`config.mk`:
```
export PLATFORM = sky130hd
export DESIGN_NAME = wwd_core
export DESIGN_NICKNAME = d
export VERILOG_FILES = /design/src/core/wwd_pkg.sv /design/src/core/wwd_core.sv
export SDC_FILE = /design/constraint.sdc
export NUM_CORES = 1
export LEC_CHECK = 0
export BUFFER_PORTS_ARGS = -buffer_cell sky130_fd_sc_hd__buf_4
export CORE_ASPECT_RATIO = 1.4
export CORE_MARGIN = 2
export CORE_UTILIZATION = 40
export DETAILED_ROUTE_END_ITERATION = 6
export PLACE_DENSITY_LB_ADDON = 0.05
export SLEW_MARGIN = 40
export SYNTH_ARGS = -nofsm -noshare
export SYNTH_HDL_FRONTEND = slang
export SYNTH_SLANG_ARGS = --single-unit
```
`constraint.sdc`:
```
create_clock -name ref_clk -period 2.6 [get_ports ref_clk]
set_input_delay 0 -clock ref_clk [delete_from_list [all_inputs] [get_ports ref_clk]]
set_output_delay 0 -clock ref_clk [all_outputs]
set_load 0.01 [all_outputs]
```
`src/core/wwd_pkg.sv`:
```
/*
  constants, field layout and state encoding of the window watchdog.
  assumes a 100 MHz ref_clk that also stands for the divided oscillator.
*/
package wwd_pkg;
  // register byte offsets on the apb bus
  localparam logic [7:0] CTRL_OFF      = 8'h00;  // control: enable + count
  localparam logic [7:0] WIN_OFF       = 8'h04;  // window limit
  localparam logic [7:0] CFG_OFF       = 8'h08;  // option settings
  localparam logic [7:0] STAT_OFF      = 8'h0C;  // block state, read only
  // reset values
  localparam logic [6:0] CNT_RST       = 7'h7F;
  localparam logic [6:0] WIN_RST       = 7'h7F;
  localparam logic [5:0] CFG_RST       = 6'h00;
  // control register fields
  localparam int         ACT_BIT       = 7;      // activation_bit
  localparam int         TOP_BIT       = 6;      // counter_top_bit
  localparam logic [6:0] TOP_EDGE      = 7'h40;  // last value before expiry
  // option register fields
  localparam int         CFG_HW        = 0;      // hardware activation
  localparam int         CFG_HALT_RST  = 1;      // halt_reset_option
  localparam int         CFG_TB_IRQ    = 2;      // timebase_irq_enable
  localparam int         CFG_TB_LO     = 3;      // timebase_select lsb
  localparam int         CFG_LONG      = 5;      // 4096-clock start-up
  // timing
  localparam int         PRESCALE_CYC  = 16384;  // osc periods per step
  localparam int         PRE_W         = 14;
  localparam int         DLY_W         = 13;
  localparam int         STARTUP_SHORT = 256;    // cpu clocks
  localparam int         STARTUP_LONG  = 4096;   // cpu clocks
  localparam int         CLK_PERIOD_NS = 10;
  localparam int         RST_PULSE_NS  = 30000;  // reset pin low time
  localparam int         RST_PULSE_CYC = RST_PULSE_NS / CLK_PERIOD_NS;
  // minimum base delay = (lsb + BASE_ADD) * BASE_MULT osc periods
  localparam int         BASE_ADD      = 128;
  localparam int         BASE_MULT     = 64;
  localparam int         TB_LSB0       = 59;
  localparam int         TB_LSB1       = 53;
  localparam int         TB_LSB2       = 35;
  localparam int         TB_LSB3       = 54;

  // block states, one-hot
  typedef enum logic [5:0] {
    ST_RUN   = 6'b000001,  // normal counting
    ST_HONE  = 6'b000010,  // plain halt, one step still to come
    ST_HSTOP = 6'b000100,  // plain halt, frozen and harmless
    ST_AHALT = 6'b001000,  // active halt, frozen
    ST_DLY   = 6'b010000,  // start-up delay before counting
    ST_RST   = 6'b100000   // driving the reset pin low
  } wwd_state_t;
endpackage : wwd_pkg

```
`src/core/wwd_core.sv`:
```
/*
  window watchdog: 7-bit free-running downcounter with window check,
  apb register slave, halt-mode handling and a timed reset pulse.
  assumes ref_clk doubles as the oscillator tick, all inputs are
  synchronous, and the surrounding reset circuit feeds ext_reset back
  as a one-cycle pulse for resets that are not the power-on rst_n.
*/
// Contract
// - decrement once every 16384 oscillator periods
// - timeout set in 64 steps by bits 5:0
// - expiry 40h to 3Fh pulls reset ~30 us; here not on the last step in plain halt
// - reload above window value forces a reset
// - software mode: off at reset, sticky once set
// - hardware mode: always active, enable bit ignored
// - counter runs even while watchdog disabled
// - control writes never clear the prescaler
// - enable set, top bit clear: immediate reset
// - active plus halt option: halt gives reset; here only with timebase irq off, else active halt
// - plain halt: one more step, then frozen
// - interrupt wake from halt: start-up delay first
// - reset ending halt returns disabled state
// - no irq enable, halt option: reset not halt
// - active halt freezes; interrupt resumes at once
// - reset ending active halt: start-up delay
// - bits 5:0 give steps left before reset
// - first step waits timebase-dependent minimum delay
// - control: enable bit 7, counter bits 6:0
// - control and window registers reset to 7Fh
// - window value bits 6:0, bit 7 reserved
`timescale 1ns/100ps
module wwd_core #(
  parameter int unsigned PRESCALE = wwd_pkg::PRESCALE_CYC,  // step period
  parameter int unsigned ADDR_W   = 8                       // apb address
) (
  input  wire logic              ref_clk,      // 100 MHz clock
  input  wire logic              rst_n,        // power-on reset, async
  input  wire logic              psel,         // apb select
  input  wire logic              penable,      // apb access phase
  input  wire logic              pwrite,       // apb direction
  input  wire logic [ADDR_W-1:0] paddr,        // apb byte address
  input  wire logic [31:0]       pwdata,       // apb write data
  output logic      [31:0]       prdata,       // apb read data
  output logic                   pready,       // apb ready
  output logic                   pslverr,      // apb error, unmapped
  input  wire logic              halt_exec,    // halt instruction pulse
  input  wire logic              wake_irq,     // wake interrupt pulse
  input  wire logic              ext_reset,    // other mcu reset pulse
  output logic                   halt_allow,   // halt may be entered
  output logic                   wdg_reset_n,  // reset pin drive, low
  output logic                   wdg_active,   // watchdog can reset
  output logic                   cpu_halted    // some halt state held
);
  localparam logic [wwd_pkg::PRE_W-1:0] PRE_LAST =
    wwd_pkg::PRE_W'(PRESCALE - 1);
  localparam logic [wwd_pkg::DLY_W-1:0] RST_LAST =
    wwd_pkg::DLY_W'(wwd_pkg::RST_PULSE_CYC - 1);
  localparam logic [wwd_pkg::DLY_W-1:0] DLY_SHORT =
    wwd_pkg::DLY_W'(wwd_pkg::STARTUP_SHORT - 1);
  localparam logic [wwd_pkg::DLY_W-1:0] DLY_LONG =
    wwd_pkg::DLY_W'(wwd_pkg::STARTUP_LONG - 1);
  localparam logic [wwd_pkg::PRE_W-1:0] SINCE_MAX = '1;

  // whole block state in one record
  typedef struct packed {
    wwd_pkg::wwd_state_t            st;     // mode of the block
    logic                           act;    // activation_bit
    logic [6:0]                     cnt;    // downcounter
    logic [6:0]                     win;    // window_value
    logic [5:0]                     cfg;    // option settings
    logic [wwd_pkg::PRE_W-1:0]      pre;    // cycle prescaler
    logic [wwd_pkg::PRE_W-1:0]      since;  // cycles since last reload
    logic                           pend;   // step held for min delay
    logic [wwd_pkg::DLY_W-1:0]      tmr;    // pulse / start-up timer
    logic [31:0]                    rdat;   // captured read data
  } wwd_regs_t;

  wwd_regs_t q;  // registered state
  wwd_regs_t d;  // next state

  // minimum wait from a reload to the first step, per timebase
  function automatic logic [wwd_pkg::PRE_W-1:0] min_base(
    input logic [1:0] tb
  );
    int unsigned lsb;
    int unsigned v;
    unique case (tb)
      2'h0:    lsb = wwd_pkg::TB_LSB0;
      2'h1:    lsb = wwd_pkg::TB_LSB1;
      2'h2:    lsb = wwd_pkg::TB_LSB2;
      default: lsb = wwd_pkg::TB_LSB3;
    endcase
    v = (lsb + wwd_pkg::BASE_ADD) * wwd_pkg::BASE_MULT;
    // a shortened prescaler must not make the minimum unreachable
    if (v > PRESCALE - 1) begin
      v = PRESCALE - 1;
    end
    return wwd_pkg::PRE_W'(v);
  endfunction : min_base

  // true when the byte address hits one of the four registers
  function automatic logic is_mapped(input logic [ADDR_W-1:0] a);
    return a == ADDR_W'(wwd_pkg::CTRL_OFF) ||
           a == ADDR_W'(wwd_pkg::WIN_OFF)  ||
           a == ADDR_W'(wwd_pkg::CFG_OFF)  ||
           a == ADDR_W'(wwd_pkg::STAT_OFF);
  endfunction : is_mapped

  logic       acc_wr;    // write completes this cycle
  logic       ctrl_wr;   // control register written
  logic       active;    // watchdog may produce a reset
  logic       counting;  // counter allowed to step
  logic       step_ok;   // minimum delay since reload has passed
  logic       dec;       // counter steps this cycle
  logic       fire;      // start a reset pulse this cycle
  logic       act_new;   // enable state after a control write

  // zero wait states: every access finishes in its first access cycle
  assign pready      = 1'b1;
  assign pslverr     = psel & penable & ~is_mapped(paddr);
  assign prdata      = q.rdat;
  assign wdg_reset_n = (q.st != wwd_pkg::ST_RST);
  assign wdg_active  = active;
  assign cpu_halted  = (q.st == wwd_pkg::ST_HONE) ||
                       (q.st == wwd_pkg::ST_HSTOP) ||
                       (q.st == wwd_pkg::ST_AHALT);
  // halt is refused only when it would turn into a reset
  assign halt_allow  = ~(active & q.cfg[wwd_pkg::CFG_HALT_RST] &
                         ~q.cfg[wwd_pkg::CFG_TB_IRQ]);

  assign acc_wr  = psel & penable & pwrite;
  assign ctrl_wr = acc_wr & (paddr == ADDR_W'(wwd_pkg::CTRL_OFF));
  assign active  = q.cfg[wwd_pkg::CFG_HW] | q.act;
  assign act_new = q.act | pwdata[wwd_pkg::ACT_BIT];
  // slow and wait only slow the cpu; this clock never changes rate
  assign counting = (q.st == wwd_pkg::ST_RUN) ||
                    (q.st == wwd_pkg::ST_HONE);
  assign step_ok  = q.since >=
                    min_base(q.cfg[wwd_pkg::CFG_TB_LO +: 2]);
  // a wrap before the minimum delay is held until it has elapsed
  assign dec = counting & step_ok &
               ((q.pre == PRE_LAST) | q.pend);

  // reset causes, gated on the activation state; the top-bit reset on act_new, the enable state after the write
  always_comb begin
    fire = 1'b0;
    if (counting && dec && active && q.cnt == wwd_pkg::TOP_EDGE &&
        q.st == wwd_pkg::ST_RUN) begin
      fire = 1'b1;
    end
    if (ctrl_wr && q.st == wwd_pkg::ST_RUN) begin
      // reload strictly above the window is early; equal is fine
      if (active && q.cnt > q.win) begin
        fire = 1'b1;
      end
      if ((q.cfg[wwd_pkg::CFG_HW] | act_new) &&
          !pwdata[wwd_pkg::TOP_BIT]) begin
        fire = 1'b1;
      end
    end
    if (halt_exec && q.st == wwd_pkg::ST_RUN && active &&
        q.cfg[wwd_pkg::CFG_HALT_RST] &&
        !q.cfg[wwd_pkg::CFG_TB_IRQ]) begin
      fire = 1'b1;
    end
  end

  // next-state logic for the whole block
  always_comb begin
    d = q;
    // prescaler is free-running and never touched by writes
    d.pre = (q.pre == PRE_LAST) ? '0
                                : wwd_pkg::PRE_W'(q.pre + 1'b1);
    if (q.since != SINCE_MAX) begin
      d.since = wwd_pkg::PRE_W'(q.since + 1'b1);
    end
    d.pend = counting & ~step_ok & ((q.pre == PRE_LAST) | q.pend);
    // the counter steps whether or not the watchdog is enabled
    if (dec) begin
      d.cnt = 7'(q.cnt - 1'b1);
      if (q.st == wwd_pkg::ST_HONE) begin
        d.st = wwd_pkg::ST_HSTOP;
      end
    end
    // read data is captured in the setup cycle
    if (psel && !penable && !pwrite) begin
      unique case (1'b1)
        paddr == ADDR_W'(wwd_pkg::CTRL_OFF):
          d.rdat = {24'h000000, q.act, q.cnt};
        paddr == ADDR_W'(wwd_pkg::WIN_OFF):
          d.rdat = {25'h0, q.win};
        paddr == ADDR_W'(wwd_pkg::CFG_OFF):
          d.rdat = {26'h0, q.cfg};
        paddr == ADDR_W'(wwd_pkg::STAT_OFF):
          d.rdat = {26'h0, q.st};
        default:
          d.rdat = 32'h00000000;
      endcase
    end
    // register writes
    if (acc_wr && q.st == wwd_pkg::ST_RUN) begin
      if (paddr == ADDR_W'(wwd_pkg::CTRL_OFF)) begin
        d.act   = act_new;
        d.cnt   = pwdata[6:0];
        d.since = '0;
        d.pend  = 1'b0;
      end else if (paddr == ADDR_W'(wwd_pkg::WIN_OFF)) begin
        d.win = pwdata[6:0];
      end else if (paddr == ADDR_W'(wwd_pkg::CFG_OFF)) begin
        d.cfg = pwdata[5:0];
      end
    end
    // mode sequencing
    unique case (q.st)
      wwd_pkg::ST_RUN: begin
        if (halt_exec && !fire) begin
          if (q.cfg[wwd_pkg::CFG_TB_IRQ]) begin
            d.st = wwd_pkg::ST_AHALT;
          end else begin
            d.st = wwd_pkg::ST_HONE;
          end
        end
      end
      wwd_pkg::ST_HONE, wwd_pkg::ST_HSTOP: begin
        if (wake_irq) begin
          d.st  = wwd_pkg::ST_DLY;
          d.tmr = q.cfg[wwd_pkg::CFG_LONG] ? DLY_LONG : DLY_SHORT;
        end
      end
      wwd_pkg::ST_AHALT: begin
        if (wake_irq) begin
          d.st = wwd_pkg::ST_RUN;
        end
      end
      wwd_pkg::ST_DLY: begin
        if (q.tmr == '0) begin
          d.st = wwd_pkg::ST_RUN;
        end else begin
          d.tmr = wwd_pkg::DLY_W'(q.tmr - 1'b1);
        end
      end
      wwd_pkg::ST_RST: begin
        if (q.tmr != '0) begin
          d.tmr = wwd_pkg::DLY_W'(q.tmr - 1'b1);
        end
      end
      default: begin
        d.st = wwd_pkg::ST_RUN;  // illegal code recovers to counting
      end
    endcase
    // a watchdog reset starts the timed low pulse on the pin
    if (fire) begin
      d.st  = wwd_pkg::ST_RST;
      d.tmr = RST_LAST;
    end
    // end of pulse or a foreign reset: control and window back to reset values, options kept
    if ((q.st == wwd_pkg::ST_RST && q.tmr == '0) || ext_reset) begin
      d.act   = 1'b0;
      d.cnt   = wwd_pkg::CNT_RST;
      d.win   = wwd_pkg::WIN_RST;
      d.since = '0;
      d.pend  = 1'b0;
      d.st    = wwd_pkg::ST_RUN;
      if (ext_reset && q.st == wwd_pkg::ST_AHALT) begin
        d.st  = wwd_pkg::ST_DLY;
        d.tmr = q.cfg[wwd_pkg::CFG_LONG] ? DLY_LONG : DLY_SHORT;
      end
    end
  end

  // state register; options survive watchdog resets, not power-on
  always_ff @(posedge ref_clk or negedge rst_n) begin
    if (!rst_n) begin
      q.st    <= wwd_pkg::ST_RUN;
      q.act   <= 1'b0;
      q.cnt   <= wwd_pkg::CNT_RST;
      q.win   <= wwd_pkg::WIN_RST;
      q.cfg   <= wwd_pkg::CFG_RST;
      q.pre   <= '0;
      q.since <= '0;
      q.pend  <= 1'b0;
      q.tmr   <= '0;
      q.rdat  <= 32'h00000000;
    end else begin
      q <= d;
    end
  end

  // helper: length of the current low phase of the reset pin
  logic [wwd_pkg::DLY_W:0] low_len;
  always_ff @(posedge ref_clk or negedge rst_n) begin
    if (!rst_n) begin
      low_len <= '0;
    end else if (!wdg_reset_n) begin
      low_len <= (wwd_pkg::DLY_W + 1)'(low_len + 1'b1);
    end else begin
      low_len <= '0;
    end
  end
endmodule : wwd_core

```
# --- After elaboration in Yosys (flattened, before gate mapping) ---
# Index checks and enable logic that the tools add are counted.
op_classes:
  addsub: 5
  multipliers: 0
  n_div: 0
  n_lt_le_gt_ge: 3
  n_eq_ne: 16
  shifts: 0
  n_mux: 38
  n_bitwise: 20
  n_reduce_logical: 40
op_table:
  columns: ["operator", "n"]
  rows:
  - ["two-way mux 13 bit", 6]
  - ["two-way mux 6 bit", 9]
  - ["two-way mux 14 bit", 3]
  - ["two-way mux 21 bit", 2]
  - ["one-hot mux 13 bit (3 select lines)", 1]
  - ["one-hot mux 8 bit (4 select lines)", 1]
  - ["two-way mux 15 bit", 2]
  - ["one-hot mux 6 bit (5 select lines)", 1]
  - ["adder 14 x 1 -> 14 bit (second input constant)", 2]
  - ["two-way mux 28 bit", 1]
  - ["logical AND 1 bit", 17]
  - ["== test 8 x 4 -> 1 bit (second input constant)", 2]
  - ["greater-than comparator 15 x 14 -> 1 bit (second input constant)", 1]
  - ["one-hot mux 5 bit (3 select lines)", 1]
  - ["== test 14 bit (second input constant)", 1]
  - [">= comparator 14 bit", 1]
  - ["two-way mux 7 bit", 2]
  - ["!= test 14 bit (second input constant)", 1]
  - ["zero test 13 bit", 1]
  - ["nonzero test 13 bit", 1]
  - ["subtractor 13 x 1 -> 13 bit (second input constant)", 1]
  - ["two-way mux 12 bit", 1]
  - ["bitwise AND 1 bit", 10]
  - ["adder 6 x 8 -> 9 bit (second input constant)", 1]
  - ["29 further kinds", 53]
word_totals:
  reg_bits: 101
  latchBits: 0
  ram_bits: 0
  rom_bits: 0
  input_bits: 48
  out_inout_bits: 38
  elab_cells: 132
  memories: 0

# --- Depth between registers and ports, before layout ---
depth:
  word_depth: 23
  mapped_depth: 10
  ltp_nobuf: 9

# --- Worst setup path before layout ---
# Ideal clock, no wire load.
synth_timing:
  path_type: "register to register"
  start: "reg q[77] (netlist bit)"
  end: "reg q[42] (netlist bit)"
  setup_ns: 0.122
  arrival_time_ns: 2.460
  required_time_ns: 2.478
  slack_ns: 0.019
  stages_incl_launch_ff: 9
  path_buffers: 1
  synth_period_minus_slack_ns: 2.581
  path_cell_list: "dfrtp_1 > or2_2 > ha_1 > o21ai_0 > a221oi_1 > nor2_1 > o31a_1 > buf_6 > a32o_1"
synth_rtl:
  columns: ["element", "line", "source"]
  rows:
  - ["start: declaration", "wwd_core.sv:77", "wwd_regs_t q;"]

==> reports/results.tsv <==
metric	value	unit
TritonCTS clock tree	yes	
Synth area leaders	dfrtp_1, dfstp_2, buf_4	
number of I/O port buffers	36	
Synth Instances	497	
layout cells sized above 1	0.219	
P per Cell Area	530	nW/um2
hold crit path type	in -> reg	
Std-Cell Rows	47	
Worst Path Buf+Inv	2	
H-tree depth	3	
final instance area	5670	um2
Layout area overhead	17.6	%
placed instance area	5180	um2
Post-DRT Antenna Nets	0	
worst slack at placement	-0.0326	ns
Clk Latency, worst-skew pair	0.35	ns
VDD IR max	0.000349	V
root buf cell	clkbuf_16	
top cell type's share of synthesized area	0.322	
Die Wd	96.8	um
fill cell count	1146	
initial drt markers	133	
slowest CP cell	dfrtp_1	
Setup violations, final	0	
top-count cell post-synth	dfrtp_1	
Final Cycle Share	0.954	
Post-route DRC	0	
status	completed	
n_diodes	0	
critical path arrival	2.72	ns
Slew Limit Fails	0	
largest net degree at the start of global routing	78	
initial core utilization	0.408	
CTS clk-pin slew, worst paths	0.07	ns
skew final	0.0125	ns
clock buffer depth	2	
mapped cell area	4820	um2
Worst path max stage delay	0.41	ns
gpl congestion	0.909	
crit path capture type	register	
final hold vios	0	
CTS sink cnt	77	
f_max	0.403	GHz
Via density	5.43	
Post-synth EDFFs	0	
WL/cell	16.7	um
clock buffer count from CTS	9	
setup TNS	0	ns
initial antenna violation count	0	
final worst slack	0.119	ns
post-DP HPWL	8.53	mm
most used cell, CP	buf_4	
sequential fraction of the synthesis area	0.404	
leakage power total	2.62	nW
Die Span Y	134	um
synth cell count leaders	dfrtp_1, nor2_1, nand2_1	
area leader, netlist	dfrtp_1	
Slew headroom	0.526	
# IOs	86	
CP required	2.84	ns
crit path time final	2.48	ns
worst-margin pin slew	0.711	ns
area of the die	13000	um2
# nets final	617	
Hold Worst Slack	0.0742	ns
vias in the first global route	3761	
CP top delay family	compound AO/OA/AOI/OAI gates	
DR pass1 iterations	4	
final wirelength	11.7	mm
Total GRT Usage	0.185	
synth unique cells	64	
Core Area	11800	um2
power consumption	0.00300	W
CP startpoint kind	register	
synth warn	0	
DR vias	3823	
crit-path cells	or2_2, ha_1, o21ai_0, a221oi_2, buf_4, nor2_4, o311a_1, buf_4, and3_1	
ys async rst share	1.00	
first-pass GRT wire length	19.1	mm
ys flop type	dfrtp_1	
crit-path max FO	8	
Avg Inst Size Synth	9.70	um2
Overflow after GRT	0	
Crit Path Class	reg -> reg	
Max Cap Viol	0	
Yosys reg bits	77	
## repair_timing
item                                    4_1_cts  5_1_grt
endpoints found under the setup margin        1       23
setup buffers                                 0        4
cloned                                        0        0
hold buffers                                 12        0
hold endpoints to repair                     86        0
gates resized for setup                       1        8
pin swaps                                     0        5
## stage by stage
step | std cells | utilization
floorplan | 520 | -
global placement | 672 | 0.438
detailed placement | 672 | 0.438
CTS | 700 | 0.475
global route | 704 | 0.480
finish | 704 | 0.480
## tightest hold or removal path: cells and delay by family
family | cells | cell delay (ns)
AO/OA/AOI/OAI | 1 | 0.14
AND/OR/NAND/NOR | 1 | 0.14
buffers and inverters | 1 | 0.10
## flip-flops by register name (all words and copies together) (netlist names)
register	count
q	69
prdata	8
## where the power goes
part           total [W]  internal [W]  switching (W)
combinational   0.000360      0.000170       0.000190
sequential       0.00133       0.00126      0.0000669
clock            0.00132      0.000761       0.000556
## path summary, 6_finish.rpt
path / cells after the start / from / slack [ns] / to
worst max-delay path: 9 / q[77] / 0.12 / q[44]
worst min-delay path: 3 / halt_exec / 0.07 / q[98]
worst max register to register: 9 / q[77] / 0.12 / q[44]
worst min register to register: 1 / q[72] / 0.48 / q[72]
max in group asynchronous: 2 / rst_n / 1.84 / q[40]
min in group asynchronous: 2 / rst_n / 0.25 / q[71]
## logic make-up (layout without fill, tap and decap cells)
kind of cell,Yosys count,after routing,share of synthesized area
AO/OA/AOI/OAI,73,73,0.115
XOR/XNOR,37,37,0.0672
adder cells (fa/ha/maj),18,18,0.0462
buffers and inverters,72,109,0.0862
flip-flops,77,77,0.404
multiplexers,22,22,0.0628
other,2,25,0.00156
AND/OR/NAND/NOR,196,196,0.218
## cell usage in the layout (no fill, tap or decap), drive strengths merged, types with 11 or more instances in the layout
master and count:
nand3 23, a21oi 11, inv 24, buf 61, xnor2 19, xor2 18
and3 13, ha 17, conb 25, dlygate4sd3 12, nor3 15, nor2 45
nand4 13, dfrtp 62, dfstp 15, nand2 34
## per-layer routing
metal | vias up | GRT usage | share of wire
met5 | - | 0 | 0
met4 | 0 | 0.0720 | 0.016
met3 | 14 | 0.0386 | 0.028
met2 | 73 | 0.318 | 0.51
met1 | 1881 | 0.227 | 0.45
li1 | 1855 | - | -
## area by class of cell
| type | instances | area, um2 | area share |
|---|---|---|---|
| inverter | 20 | 75.1 | 0.0132 |
| tap | 147 | 184 | 0.0325 |
| multi-input combinational | 371 | 2570 | 0.454 |
| timing repair buffer | 73 | 582 | 0.103 |
| clock buffer | 9 | 225 | 0.0397 |
| sequential | 77 | 1950 | 0.343 |
| clock inverter | 7 | 81.3 | 0.0143 |
(Power assumes the default switching activity.)
